## src/design/dhps_pkg.sv

```systemverilog
// Shared constants and pin bundle for the dual host port select block
package dhps_pkg;
  localparam int CLK_PERIOD_NS = 10;
  localparam int RST_MIN_NS = 40;
  // Least time, rounded up to whole cycles
  localparam int RST_HOLD_INT = (RST_MIN_NS + CLK_PERIOD_NS - 1) / CLK_PERIOD_NS;
  localparam logic [2:0] RST_HOLD_CYC = 3'(RST_HOLD_INT);
  localparam int BYTE_W = 8;
  localparam logic [3:0] BYTE_BITS = 4'h8;
  localparam logic [3:0] SPI_LAST_BIT = 4'h7;
  localparam int PIN_W = 6;
  // Arbitrary default for the upper slave address bits
  localparam logic [4:0] I2C_ADDR_BASE_DEF = 5'h1A;
  localparam logic MODE_I2C = 1'b1;
  localparam logic MODE_SPI = 1'b0;

  typedef struct packed {
    logic scl;
    logic sda;
    logic cs_n;
    logic si;
    logic sel;
    logic rx;
  } dhps_pins_t;

  typedef enum logic [2:0] {
    ST_IDLE,
    ST_ADDR,
    ST_ACK_ADDR,
    ST_WRITE,
    ST_ACK_WR,
    ST_READ,
    ST_ACK_RD,
    ST_SPI_XFER
  } dhps_state_t;
endpackage : dhps_pkg

```

## src/design/dhps_sync.sv

```systemverilog
// Two flip-flop synchroniser for the pin inputs
module dhps_sync #(
  parameter int WIDTH = 6
) (
  input wire logic core_clk_in,
  input wire logic rstn_in,
  input wire logic clk_en_in,
  input wire logic [WIDTH-1:0] async_in,
  output logic [WIDTH-1:0] sync_out
);
  logic [WIDTH-1:0] meta_reg;
  logic [WIDTH-1:0] meta_next;
  logic [WIDTH-1:0] sync_reg;
  logic [WIDTH-1:0] sync_next;

  always_comb begin
    meta_next = clk_en_in ? async_in : meta_reg;
    sync_next = clk_en_in ? meta_reg : sync_reg;
  end

  always_ff @(posedge core_clk_in or negedge rstn_in) begin
    if (!rstn_in) begin
      meta_reg <= '0;
      sync_reg <= '0;
    end else begin
      meta_reg <= meta_next;
      sync_reg <= sync_next;
    end
  end

  assign sync_out = sync_reg;
endmodule : dhps_sync

```

## src/design/dhps_top.sv

```systemverilog
// Host port front end: I2C or SPI slave on shared pins, reset, IRQ and TX pins
module dhps_top
  import dhps_pkg::*;
#(
  parameter logic [4:0] I2C_ADDR_BASE = dhps_pkg::I2C_ADDR_BASE_DEF
) (
  input wire logic core_clk_in,
  input wire logic rstn_in,
  input wire logic clk_en_in,
  input wire logic port_sel_in,
  input wire logic scl_in,
  input wire logic sda_in,
  input wire logic addr_strap_zero_in,
  input wire logic addr_strap_one_in,
  input wire logic rxd_in,
  input wire logic tx_serial_in,
  input wire logic tx_active_in,
  input wire logic irq_pending_in,
  input wire logic [dhps_pkg::BYTE_W-1:0] rd_data_in,
  output logic sda_out,
  output logic sda_oe_out,
  output logic so_out,
  output logic so_oe_out,
  output logic irq_n_out,
  output logic irq_oe_out,
  output logic txd_out,
  output logic rx_data_out,
  output logic [dhps_pkg::BYTE_W-1:0] wr_data_out,
  output logic wr_valid_out,
  output logic rd_req_out,
  output logic busy_out,
  output logic i2c_mode_out
);
  import dhps_pkg::*;

  ////////////////////////////////////////////////////////////////////////////
  // Pin synchronisers
  dhps_pins_t pins_raw;
  dhps_pins_t pins;
  logic [PIN_W-1:0] pins_sync;

  assign pins_raw = '{scl: scl_in, sda: sda_in, cs_n: addr_strap_zero_in, si: addr_strap_one_in,
                      sel: port_sel_in, rx: rxd_in};

  dhps_sync #(.WIDTH(PIN_W)) u_sync (
    .core_clk_in(core_clk_in),
    .rstn_in(rstn_in),
    .clk_en_in(clk_en_in),
    .async_in(pins_raw),
    .sync_out(pins_sync)
  );
  assign pins = dhps_pins_t'(pins_sync);

  ////////////////////////////////////////////////////////////////////////////
  // Reset stretch and pin-side outputs
  logic [2:0] rst_cnt_reg, rst_cnt_next;
  logic ready;
  logic txd_reg, txd_next;
  logic rx_reg, rx_next;
  logic irq_oe_reg, irq_oe_next;
  logic drive_low_reg;

  // Async reset covers any low pulse; the stretch keeps the port quiet a little longer
  assign ready = (rst_cnt_reg == RST_HOLD_CYC);

  always_comb begin
    rst_cnt_next = ready ? rst_cnt_reg : rst_cnt_reg + 3'h1;
    txd_next = ready & tx_active_in & tx_serial_in;
    rx_next = ready & pins.rx;
    irq_oe_next = ready & irq_pending_in;
  end

  always_ff @(posedge core_clk_in or negedge rstn_in) begin
    if (!rstn_in) begin
      rst_cnt_reg <= 3'h0;
      txd_reg <= 1'b0;
      rx_reg <= 1'b0;
      irq_oe_reg <= 1'b0;
      drive_low_reg <= 1'b0;
    end else if (clk_en_in) begin
      rst_cnt_reg <= rst_cnt_next;
      txd_reg <= txd_next;
      rx_reg <= rx_next;
      irq_oe_reg <= irq_oe_next;
      drive_low_reg <= 1'b0;
    end
  end

  ////////////////////////////////////////////////////////////////////////////
  // Serial port engine
  dhps_state_t state_reg, state_next;
  logic mode_reg, mode_next;
  logic scl_prev_reg, scl_prev_next;
  logic sda_prev_reg, sda_prev_next;
  logic [3:0] cnt_reg, cnt_next;
  logic [7:0] rx_sh_reg, rx_sh_next;
  logic [7:0] tx_sh_reg, tx_sh_next;
  logic rw_reg, rw_next;
  logic sda_oe_reg, sda_oe_next;
  logic so_reg, so_next;
  logic so_oe_reg, so_oe_next;
  logic [7:0] wr_data_reg, wr_data_next;
  logic wr_valid_reg, wr_valid_next;
  logic rd_req_reg, rd_req_next;
  logic busy_reg, busy_next;
  logic rise, fall, start_cond, stop_cond;
  logic [6:0] own_addr;

  assign rise = pins.scl & ~scl_prev_reg;
  assign fall = ~pins.scl & scl_prev_reg;
  assign start_cond = pins.scl & scl_prev_reg & sda_prev_reg & ~pins.sda;
  assign stop_cond = pins.scl & scl_prev_reg & ~sda_prev_reg & pins.sda;
  assign own_addr = {I2C_ADDR_BASE, pins.si, pins.cs_n};

  always_comb begin
    state_next = state_reg;
    mode_next = mode_reg;
    scl_prev_next = pins.scl;
    sda_prev_next = pins.sda;
    cnt_next = cnt_reg;
    rx_sh_next = rx_sh_reg;
    tx_sh_next = tx_sh_reg;
    rw_next = rw_reg;
    sda_oe_next = sda_oe_reg;
    so_next = so_reg;
    so_oe_next = so_oe_reg;
    wr_data_next = wr_data_reg;
    wr_valid_next = 1'b0;
    rd_req_next = 1'b0;
    if (!ready) begin
      state_next = ST_IDLE;
      sda_oe_next = 1'b0;
      so_oe_next = 1'b0;
    end else if (mode_reg == MODE_I2C) begin
      so_oe_next = 1'b0;
      if (start_cond) begin
        state_next = ST_ADDR;
        cnt_next = 4'h0;
        sda_oe_next = 1'b0;
      end else if (stop_cond) begin
        state_next = ST_IDLE;
        sda_oe_next = 1'b0;
      end else begin
        case (state_reg)
          ST_ADDR: begin
            if (rise) begin
              rx_sh_next = {rx_sh_reg[6:0], pins.sda};
              cnt_next = cnt_reg + 4'h1;
            end else if (fall && cnt_reg == BYTE_BITS) begin
              if (rx_sh_reg[7:1] == own_addr) begin
                sda_oe_next = 1'b1;
                rw_next = rx_sh_reg[0];
                state_next = ST_ACK_ADDR;
              end else begin
                state_next = ST_IDLE;
              end
            end
          end
          ST_ACK_ADDR, ST_ACK_RD: begin
            if (state_reg == ST_ACK_RD && rise) begin
              rw_next = ~pins.sda;
            end else if (fall) begin
              cnt_next = 4'h0;
              if (rw_reg) begin
                tx_sh_next = rd_data_in;
                rd_req_next = 1'b1;
                sda_oe_next = ~rd_data_in[7];
                state_next = ST_READ;
              end else begin
                sda_oe_next = 1'b0;
                state_next = (state_reg == ST_ACK_ADDR) ? ST_WRITE : ST_IDLE;
              end
            end
          end
          ST_WRITE: begin
            if (rise) begin
              rx_sh_next = {rx_sh_reg[6:0], pins.sda};
              cnt_next = cnt_reg + 4'h1;
            end else if (fall && cnt_reg == BYTE_BITS) begin
              wr_data_next = rx_sh_reg;
              wr_valid_next = 1'b1;
              sda_oe_next = 1'b1;
              state_next = ST_ACK_WR;
            end
          end
          ST_ACK_WR: begin
            if (fall) begin
              sda_oe_next = 1'b0;
              cnt_next = 4'h0;
              state_next = ST_WRITE;
            end
          end
          ST_READ: begin
            if (rise) begin
              cnt_next = cnt_reg + 4'h1;
            end else if (fall) begin
              if (cnt_reg == BYTE_BITS) begin
                sda_oe_next = 1'b0;
                state_next = ST_ACK_RD;
              end else begin
                tx_sh_next = {tx_sh_reg[6:0], 1'b0};
                sda_oe_next = ~tx_sh_reg[6];
              end
            end
          end
          default: begin
            state_next = ST_IDLE;
          end
        endcase
      end
    end else begin
      sda_oe_next = 1'b0;
      if (pins.cs_n) begin
        state_next = ST_IDLE;
        so_oe_next = 1'b0;
        cnt_next = 4'h0;
      end else if (state_reg != ST_SPI_XFER) begin
        state_next = ST_SPI_XFER;
        tx_sh_next = rd_data_in;
        rd_req_next = 1'b1;
        so_next = rd_data_in[7];
        so_oe_next = 1'b1;
        cnt_next = 4'h0;
        rw_next = 1'b0;
      end else begin
        if (rise) begin
          rx_sh_next = {rx_sh_reg[6:0], pins.si};
          if (cnt_reg == SPI_LAST_BIT) begin
            wr_data_next = {rx_sh_reg[6:0], pins.si};
            wr_valid_next = 1'b1;
            cnt_next = 4'h0;
            rw_next = 1'b1;
          end else begin
            cnt_next = cnt_reg + 4'h1;
          end
        end else if (fall) begin
          if (rw_reg) begin
            tx_sh_next = rd_data_in;
            rd_req_next = 1'b1;
            so_next = rd_data_in[7];
            rw_next = 1'b0;
          end else begin
            tx_sh_next = {tx_sh_reg[6:0], 1'b0};
            so_next = tx_sh_reg[6];
          end
        end
      end
    end
    // Strap is read only while idle and staying idle, so the mode never changes once a transfer has started
    if (state_reg == ST_IDLE && state_next == ST_IDLE) begin
      mode_next = pins.sel;
    end
    busy_next = (state_next != ST_IDLE);
  end

  always_ff @(posedge core_clk_in or negedge rstn_in) begin
    if (!rstn_in) begin
      state_reg <= ST_IDLE;
      mode_reg <= MODE_SPI;
      scl_prev_reg <= 1'b0;
      sda_prev_reg <= 1'b0;
      cnt_reg <= 4'h0;
      rx_sh_reg <= 8'h00;
      tx_sh_reg <= 8'h00;
      rw_reg <= 1'b0;
      sda_oe_reg <= 1'b0;
      so_reg <= 1'b0;
      so_oe_reg <= 1'b0;
      wr_data_reg <= 8'h00;
      wr_valid_reg <= 1'b0;
      rd_req_reg <= 1'b0;
      busy_reg <= 1'b0;
    end else if (clk_en_in) begin
      state_reg <= state_next;
      mode_reg <= mode_next;
      scl_prev_reg <= scl_prev_next;
      sda_prev_reg <= sda_prev_next;
      cnt_reg <= cnt_next;
      rx_sh_reg <= rx_sh_next;
      tx_sh_reg <= tx_sh_next;
      rw_reg <= rw_next;
      sda_oe_reg <= sda_oe_next;
      so_reg <= so_next;
      so_oe_reg <= so_oe_next;
      wr_data_reg <= wr_data_next;
      wr_valid_reg <= wr_valid_next;
      rd_req_reg <= rd_req_next;
      busy_reg <= busy_next;
    end
  end

  ////////////////////////////////////////////////////////////////////////////
  // Outputs
  // Open-drain pins: level flop is held low, only the enable moves
  assign sda_out = drive_low_reg;
  assign sda_oe_out = sda_oe_reg;
  assign irq_n_out = drive_low_reg;
  assign irq_oe_out = irq_oe_reg;
  assign so_out = so_reg;
  assign so_oe_out = so_oe_reg;
  assign txd_out = txd_reg;
  assign rx_data_out = rx_reg;
  assign wr_data_out = wr_data_reg;
  assign wr_valid_out = wr_valid_reg;
  assign rd_req_out = rd_req_reg;
  assign busy_out = busy_reg;
  assign i2c_mode_out = mode_reg;
endmodule : dhps_top

```

## config.mk

```make
export PLATFORM = sky130hd
export DESIGN_NAME = dhps_top
export DESIGN_NICKNAME = d
export VERILOG_FILES = /design/src/design/dhps_pkg.sv /design/src/design/dhps_sync.sv /design/src/design/dhps_top.sv
export SDC_FILE = /design/constraint.sdc
export NUM_CORES = 1
export LEC_CHECK = 0
export BUFFER_PORTS_ARGS = -buffer_cell sky130_fd_sc_hd__buf_2
export CAP_MARGIN = 15
export CORE_ASPECT_RATIO = 1.2
export CORE_UTILIZATION = 54
export CTS_BUF_LIST = sky130_fd_sc_hd__clkbuf_2 sky130_fd_sc_hd__clkbuf_4 sky130_fd_sc_hd__clkbuf_8
export DETAILED_ROUTE_END_ITERATION = 8
export GPL_TIMING_DRIVEN = 0
export PLACE_DENSITY = 0.78
export SLEW_MARGIN = 5
export SYNTH_ARGS = -nofsm -noshare
export SYNTH_HDL_FRONTEND = slang
export SYNTH_SLANG_ARGS = --single-unit
```

## constraint.sdc

```tcl
create_clock -name core_clk_in -period 1.87 [get_ports core_clk_in]
set_input_delay 0.0935 -clock core_clk_in [delete_from_list [all_inputs] [get_ports core_clk_in]]
set_output_delay 0.0935 -clock core_clk_in [all_outputs]
set_load 0.005 [all_outputs]
```

== After elaboration in Yosys (flattened, before gate mapping) ==
Cells that the tools add are included.
W data, S select, Z words.
Word-level totals
  flip-flop bits (word level): 58
  latch bits: 0
  memory bits (writable): 0
  memory bits (read-only): 0
  output and inout port bits: 20
  word-level logic and storage cells: 242
  memories kept: 0
Operators by class
  $add $sub $neg: 2
  $mul: 0
  divide/modulo/power cells: 0
  order comparisons: 0
  equal/unequal tests: 50
  shifts and indexed selects: 0
  multiplexer cells: 123
  bitwise operators: 20
  reductions and logical operators: 26
Operator list (count)
  $mux W8: 18
  $mux W7: 14
  $ne A6 B6 Y1 const B: 10
  $mux W1: 57
  $mux W3: 17
  $mux W4: 10
  $ne A3 B3 Y1 const B: 12
  $reduce_and A12 Y1: 2
  $pmux W3 S5: 1
  $pmux W7 S2: 1
  $reduce_and A14 Y1: 1
  $eq A3 B3 Y1 const B: 4
  $ne A2 B2 Y1 const B: 6
  $pmux W4 S3: 1
  $and A1 B1 Y1: 11
  $reduce_and A11 Y1: 1
  $ne A9 B2 Y1 const B: 1
  $not A1 Y1: 9
  $reduce_and A9 Y1: 1
  $ne A4 B2 Y1 const B: 2
  $reduce_bool A2 Y1: 4
  $reduce_bool A4 Y1: 2
  $eq A7 B7 Y1: 1
  $reduce_and A7 Y1: 1
  other kinds (22): 34

== Logic depth before layout (Yosys ltp) ==
  depth in word-level cells: 13
  mapped depth: 8
  gate-level depth less buffers: 7

== Hierarchy ==
A second synthesis with hierarchy kept.
Unflattened totals
  cell total of the unflattened synthesis: 301
  area total of the unflattened synthesis: 3221.8 um^2
Modules (own cells, without submodules)
  dhps_top: times used 1, cells an instance 276, area each 2737.6 um^2, sequential area each 1151.1 um^2
  dhps_sync: times used 1, cells an instance 25, area each 484.2 um^2, sequential area each 300.3 um^2

== Least setup slack after synthesis ==
No wires, ideal clock.
  kind: reg-to-reg
  start: register mode_reg (netlist: i2c_mode_out)
  end: register tx_sh_reg[1]
  setup time: 0.125 ns
  arrival: 1.644 ns
  required time: 1.745 ns
  path slack: 0.101 ns
  cell stages (with the launch flop): 7
  path buffers: 1
  clock period less this slack: 1.769 ns
  cells stage by stage: dfrtp_1 > buf_2 > clkinv_1 > nand3_1 > a21oi_2 > mux2_2 > mux2_2
On the way
  longest elaborated chain between the ends: 2
Ends and longest elaborated chain
  from (decl): line dhps_top.sv:92  | logic mode_reg, mode_next;
  from (signal assigned): line dhps_top.sv:275  | mode_reg <= mode_next;
  $ne A3 B1 Y1 (no source line) (tied with other cells)
  $reduce_and A14 Y1 (no source line)
  to (signal assigned): line dhps_top.sv:280  | tx_sh_reg <= tx_sh_next;
  to (decl): line dhps_top.sv:97  | logic [7:0] tx_sh_reg, tx_sh_next;
Parallel ways exist; a longest one is shown, timed or not.
A chain may end at the register's enable or synchronous reset.

== Worst setup path in the final report ==
  start: register cnt_reg[0]
  end: register rw_reg
On the way
  longest elaborated chain between the ends: 4
Ends and longest elaborated chain
  from (decl): line dhps_top.sv:95  | logic [3:0] cnt_reg, cnt_next;
  from (signal assigned): line dhps_top.sv:278  | cnt_reg <= cnt_next;
  $eq A4 B4 Y1: line dhps_top.sv:149  | end else if (fall && cnt_reg == BYTE_BITS) begin
  $logic_and A1 B1 Y1: line dhps_top.sv:149
  $ne A3 B3 Y1 (no source line)
  $reduce_and A12 Y1 (no source line) *
  to (signal assigned): line dhps_top.sv:281  | rw_reg <= rw_next;
  to (decl): line dhps_top.sv:98  | logic rw_reg, rw_next;
Mark *: on every way between the ends. The rest lies on a longest branch, timed or not.

==> flow_summary.toml <==
[die]
dieArea_sq_um = 6204
die_h_microns = 86.09
die_width_microns = 72.07
fp-row-count = 30
start_util = 0.5614
coreArea_sq_um = 5668
io_pins = 40

[cts]
clock_path_buffers = 2
cts_tree = "yes"
cts_root_buffer = "clkbuf_8"
cts_num_sinks = 58
clkLatencyLatePin_ns = 0.35
cts_max_level = 3
cts_buffers = 9
clk_pin_slew_ns = 0.07

[final_layout]
final_nets = 401
antenna_cells = 0
drive_above_1_share = 0.3927
syn2layout_area_growth_pct = 29.34
layout.cells.non_filler = 462
final_util = 0.7260
final_area_sq_um = 4115

[job]
drv_cap = 0

[sta]
finalSetupViolations = 1
worst_pin_slew_ns = 0.6171
fin_crit_ns = 1.906
grt_setup_unrepaired = "yes"
clock.fmax_mhz = 524.7
finClkSkew_ns = 0.006591
final.period_utilization = 1.019
fin_ws_ns = -0.03598
slew_headroom = 0.5886
report.final.slew_viol_count = 0
hold_viol_final = 0
setup_tns_ns = -0.03598

[logic_synthesis]
synthArstFlopShare = 1.000
synthTopCellsByCount = "58 x dfrtp_1, 36 x mux2_2, 25 x nand2_1"
netlist.area_leader.share = 0.4562
synth_area_sq_um = 3182
synth_top_family_by_area = "multiplexers"
post-synth-top-area-cell = "dfrtp_1"
syn_inst = 306
synth_edf_count = 0
synth_cell_type_count = 62
synthFlopType = "dfrtp_1"
synth_xor_area_frac = 0.01101
muxShareOfSynthArea = 0.1683
syn_avg_cell_area_sq_um = 10.40
synthAdderAreaFrac = 0.01573
synth_simple_gate_area_frac = 0.1541
seq_area_frac_synth = 0.4562
synth_warnings = 0
synth_compound_area_frac = 0.1514
ys_ff_latch = 58
yosys-top-cells-area = "dfrtp_1 46%, mux2_2 13%, mux2i_1 4.1%"
synth_most_common_cell = "dfrtp_1"

[routing]
firstDrtPassIters = 5
vias = 2697
drc_errors = 0
wire_per_inst_microns = 17.15
drtIter0Drc = 276
via_per_inst = 5.838
drt_wl_total_microns = 7921
ant_nets = 0

[setup_path]
critPathLaunchType = "flop"
regToRegStartpoint = "cnt_reg[0]"
worst_setup_path_end_kind = "flop"
worstPathRequired_ns = 2.11
reg2regPathDepth = 7
arrival_ns = 2.14
r2r_setup_slack_ns = -0.04
r2r-end = "rw_reg"
cp_max_fo = 4
worstSetupPathType = "flop to flop"

[power]
leakage_nw = 1.846
powerDensity_nw_per_um2 = 1153
p_total_mw = 4.744
peakVddDrop_mv = 0.6811

[place]
place_inst = 425
place_area_sq_um = 3491
port_buffers = 37
gp_congestion = 0.9386
hpwl_microns = 5478

[hold_path]
hp-class = "input pin to flop"
hp-start = "rd_data_in[7]"
min_path_cells = 3
hold_end = "so_out"

[global_routing]
grt_pass1_wl_microns = 12830
grt_max_degree = 41
grt_usage = 0.2763
grt-ovfl-total = 0
grt_antenna_before_repair = 0
first_global_vias = 2639

[status]
violations = "negative setup slack"
status = "complete, but fails checks"
[cells by family after synthesis]
logic type                 count (synthesis)
AOI/OAI and AO/OA                         70
xor gates and xnor gates                   4
adders and majority gates                  4
buffers and inverters                     30
DFF                                       58
muxes                                     49
other                                      1
and+or+nand+nor                           90
[placed cells by master, fill, tap and decap left out, types with 5 or more instances in the layout]
cell	synthesis	routed
a21oi_1	9	8
buf_2	11	43
buf_4	2	14
clkbuf_8	0	10
dfrtp_1	58	58
dlygate4sd3_1	0	10
inv_1	12	11
mux2_2	36	33
mux2i_1	13	13
nand2_1	25	24
nand3_1	12	7
nor2_1	13	11
nor2b_1	6	5
o21ai_0	21	20
[report_power, final]
group	internal, mW	switching [mW]	total (mW)	leakage, nW
logic	0.798	1.05	1.85	0.998
registers	1.51	0.200	1.71	0.744
clock network	0.681	0.505	1.19	0.103
[metal layers]
metal,up-vias,track usage,part of all wire
met3,25,0.06228,0.054
met5,-,0,0
met2,104,0.4486,0.51
met1,1301,0.3431,0.41
li1,1267,-,-
met4,0,0.1426,0.031
[what timing repair did]
action | 4_1_cts | 5_1_grt
hold endpoints to repair | 26 | 0
hold buffers | 10 | 0
resized for setup | 26 | 30
buffers inserted | 6 | 5
pin swaps | 4 | 7
endpoints found under the setup margin | 29 | 35
[layout make-up]
type | instances | area (sq um)
fill | 420 | 1553
inverter | 13 | 53.80
tap | 80 | 100.1
buffer | 17 | 117.6
multi-input combinational | 219 | 1800
clock inverter | 4 | 51.30
timing repair buffer | 59 | 387.9
sequential | 58 | 1451
clock buffer | 12 | 152.6
[how the worst max path moves through the flow]
| stage | start | to | slack, ns | cells after the start |
|---|---|---|---|---|
| 6_report | cnt_reg[0] | rw_reg | -0.04 | 7 |
| 5_1_grt | u_sync.sync_out[4] | rw_reg | -0.07 | 6 |
| 4_1_cts | state_reg[1] | tx_sh_reg[4] | -0.008 | 6 |
| 3_5_place_dp | rst_cnt_reg[0] | rx_sh_reg[6] | -0.35 | 6 |
| 3_3_place_gp | rst_cnt_reg[0] | rx_sh_reg[7] | -0.34 | 6 |
| 2_1_floorplan | i2c_mode_out | tx_sh_reg[1] | 0.10 | 6 |
[critical path: stages, from the launching register on]
cell and delay, ns:
dfrtp_1 0.34, buf_4 0.11, ha_1 0.16, nand3b_1 0.21, or2_2 0.34, a32oi_1 0.21, o211ai_1 0.13, mux2_2 0.28
[per-stage QoR]
stage          hold WS (ns)  worst slack (ns)
2_1_floorplan       -0.2021            0.1011
3_3_place_gp         0.3125           -0.3386
3_5_place_dp        0.06999           -0.3537
4_1_cts             0.02415         -0.008204
5_1_grt             0.06204          -0.06719
6_report            0.02738          -0.03598
Power figures use the tool's default switching activity.
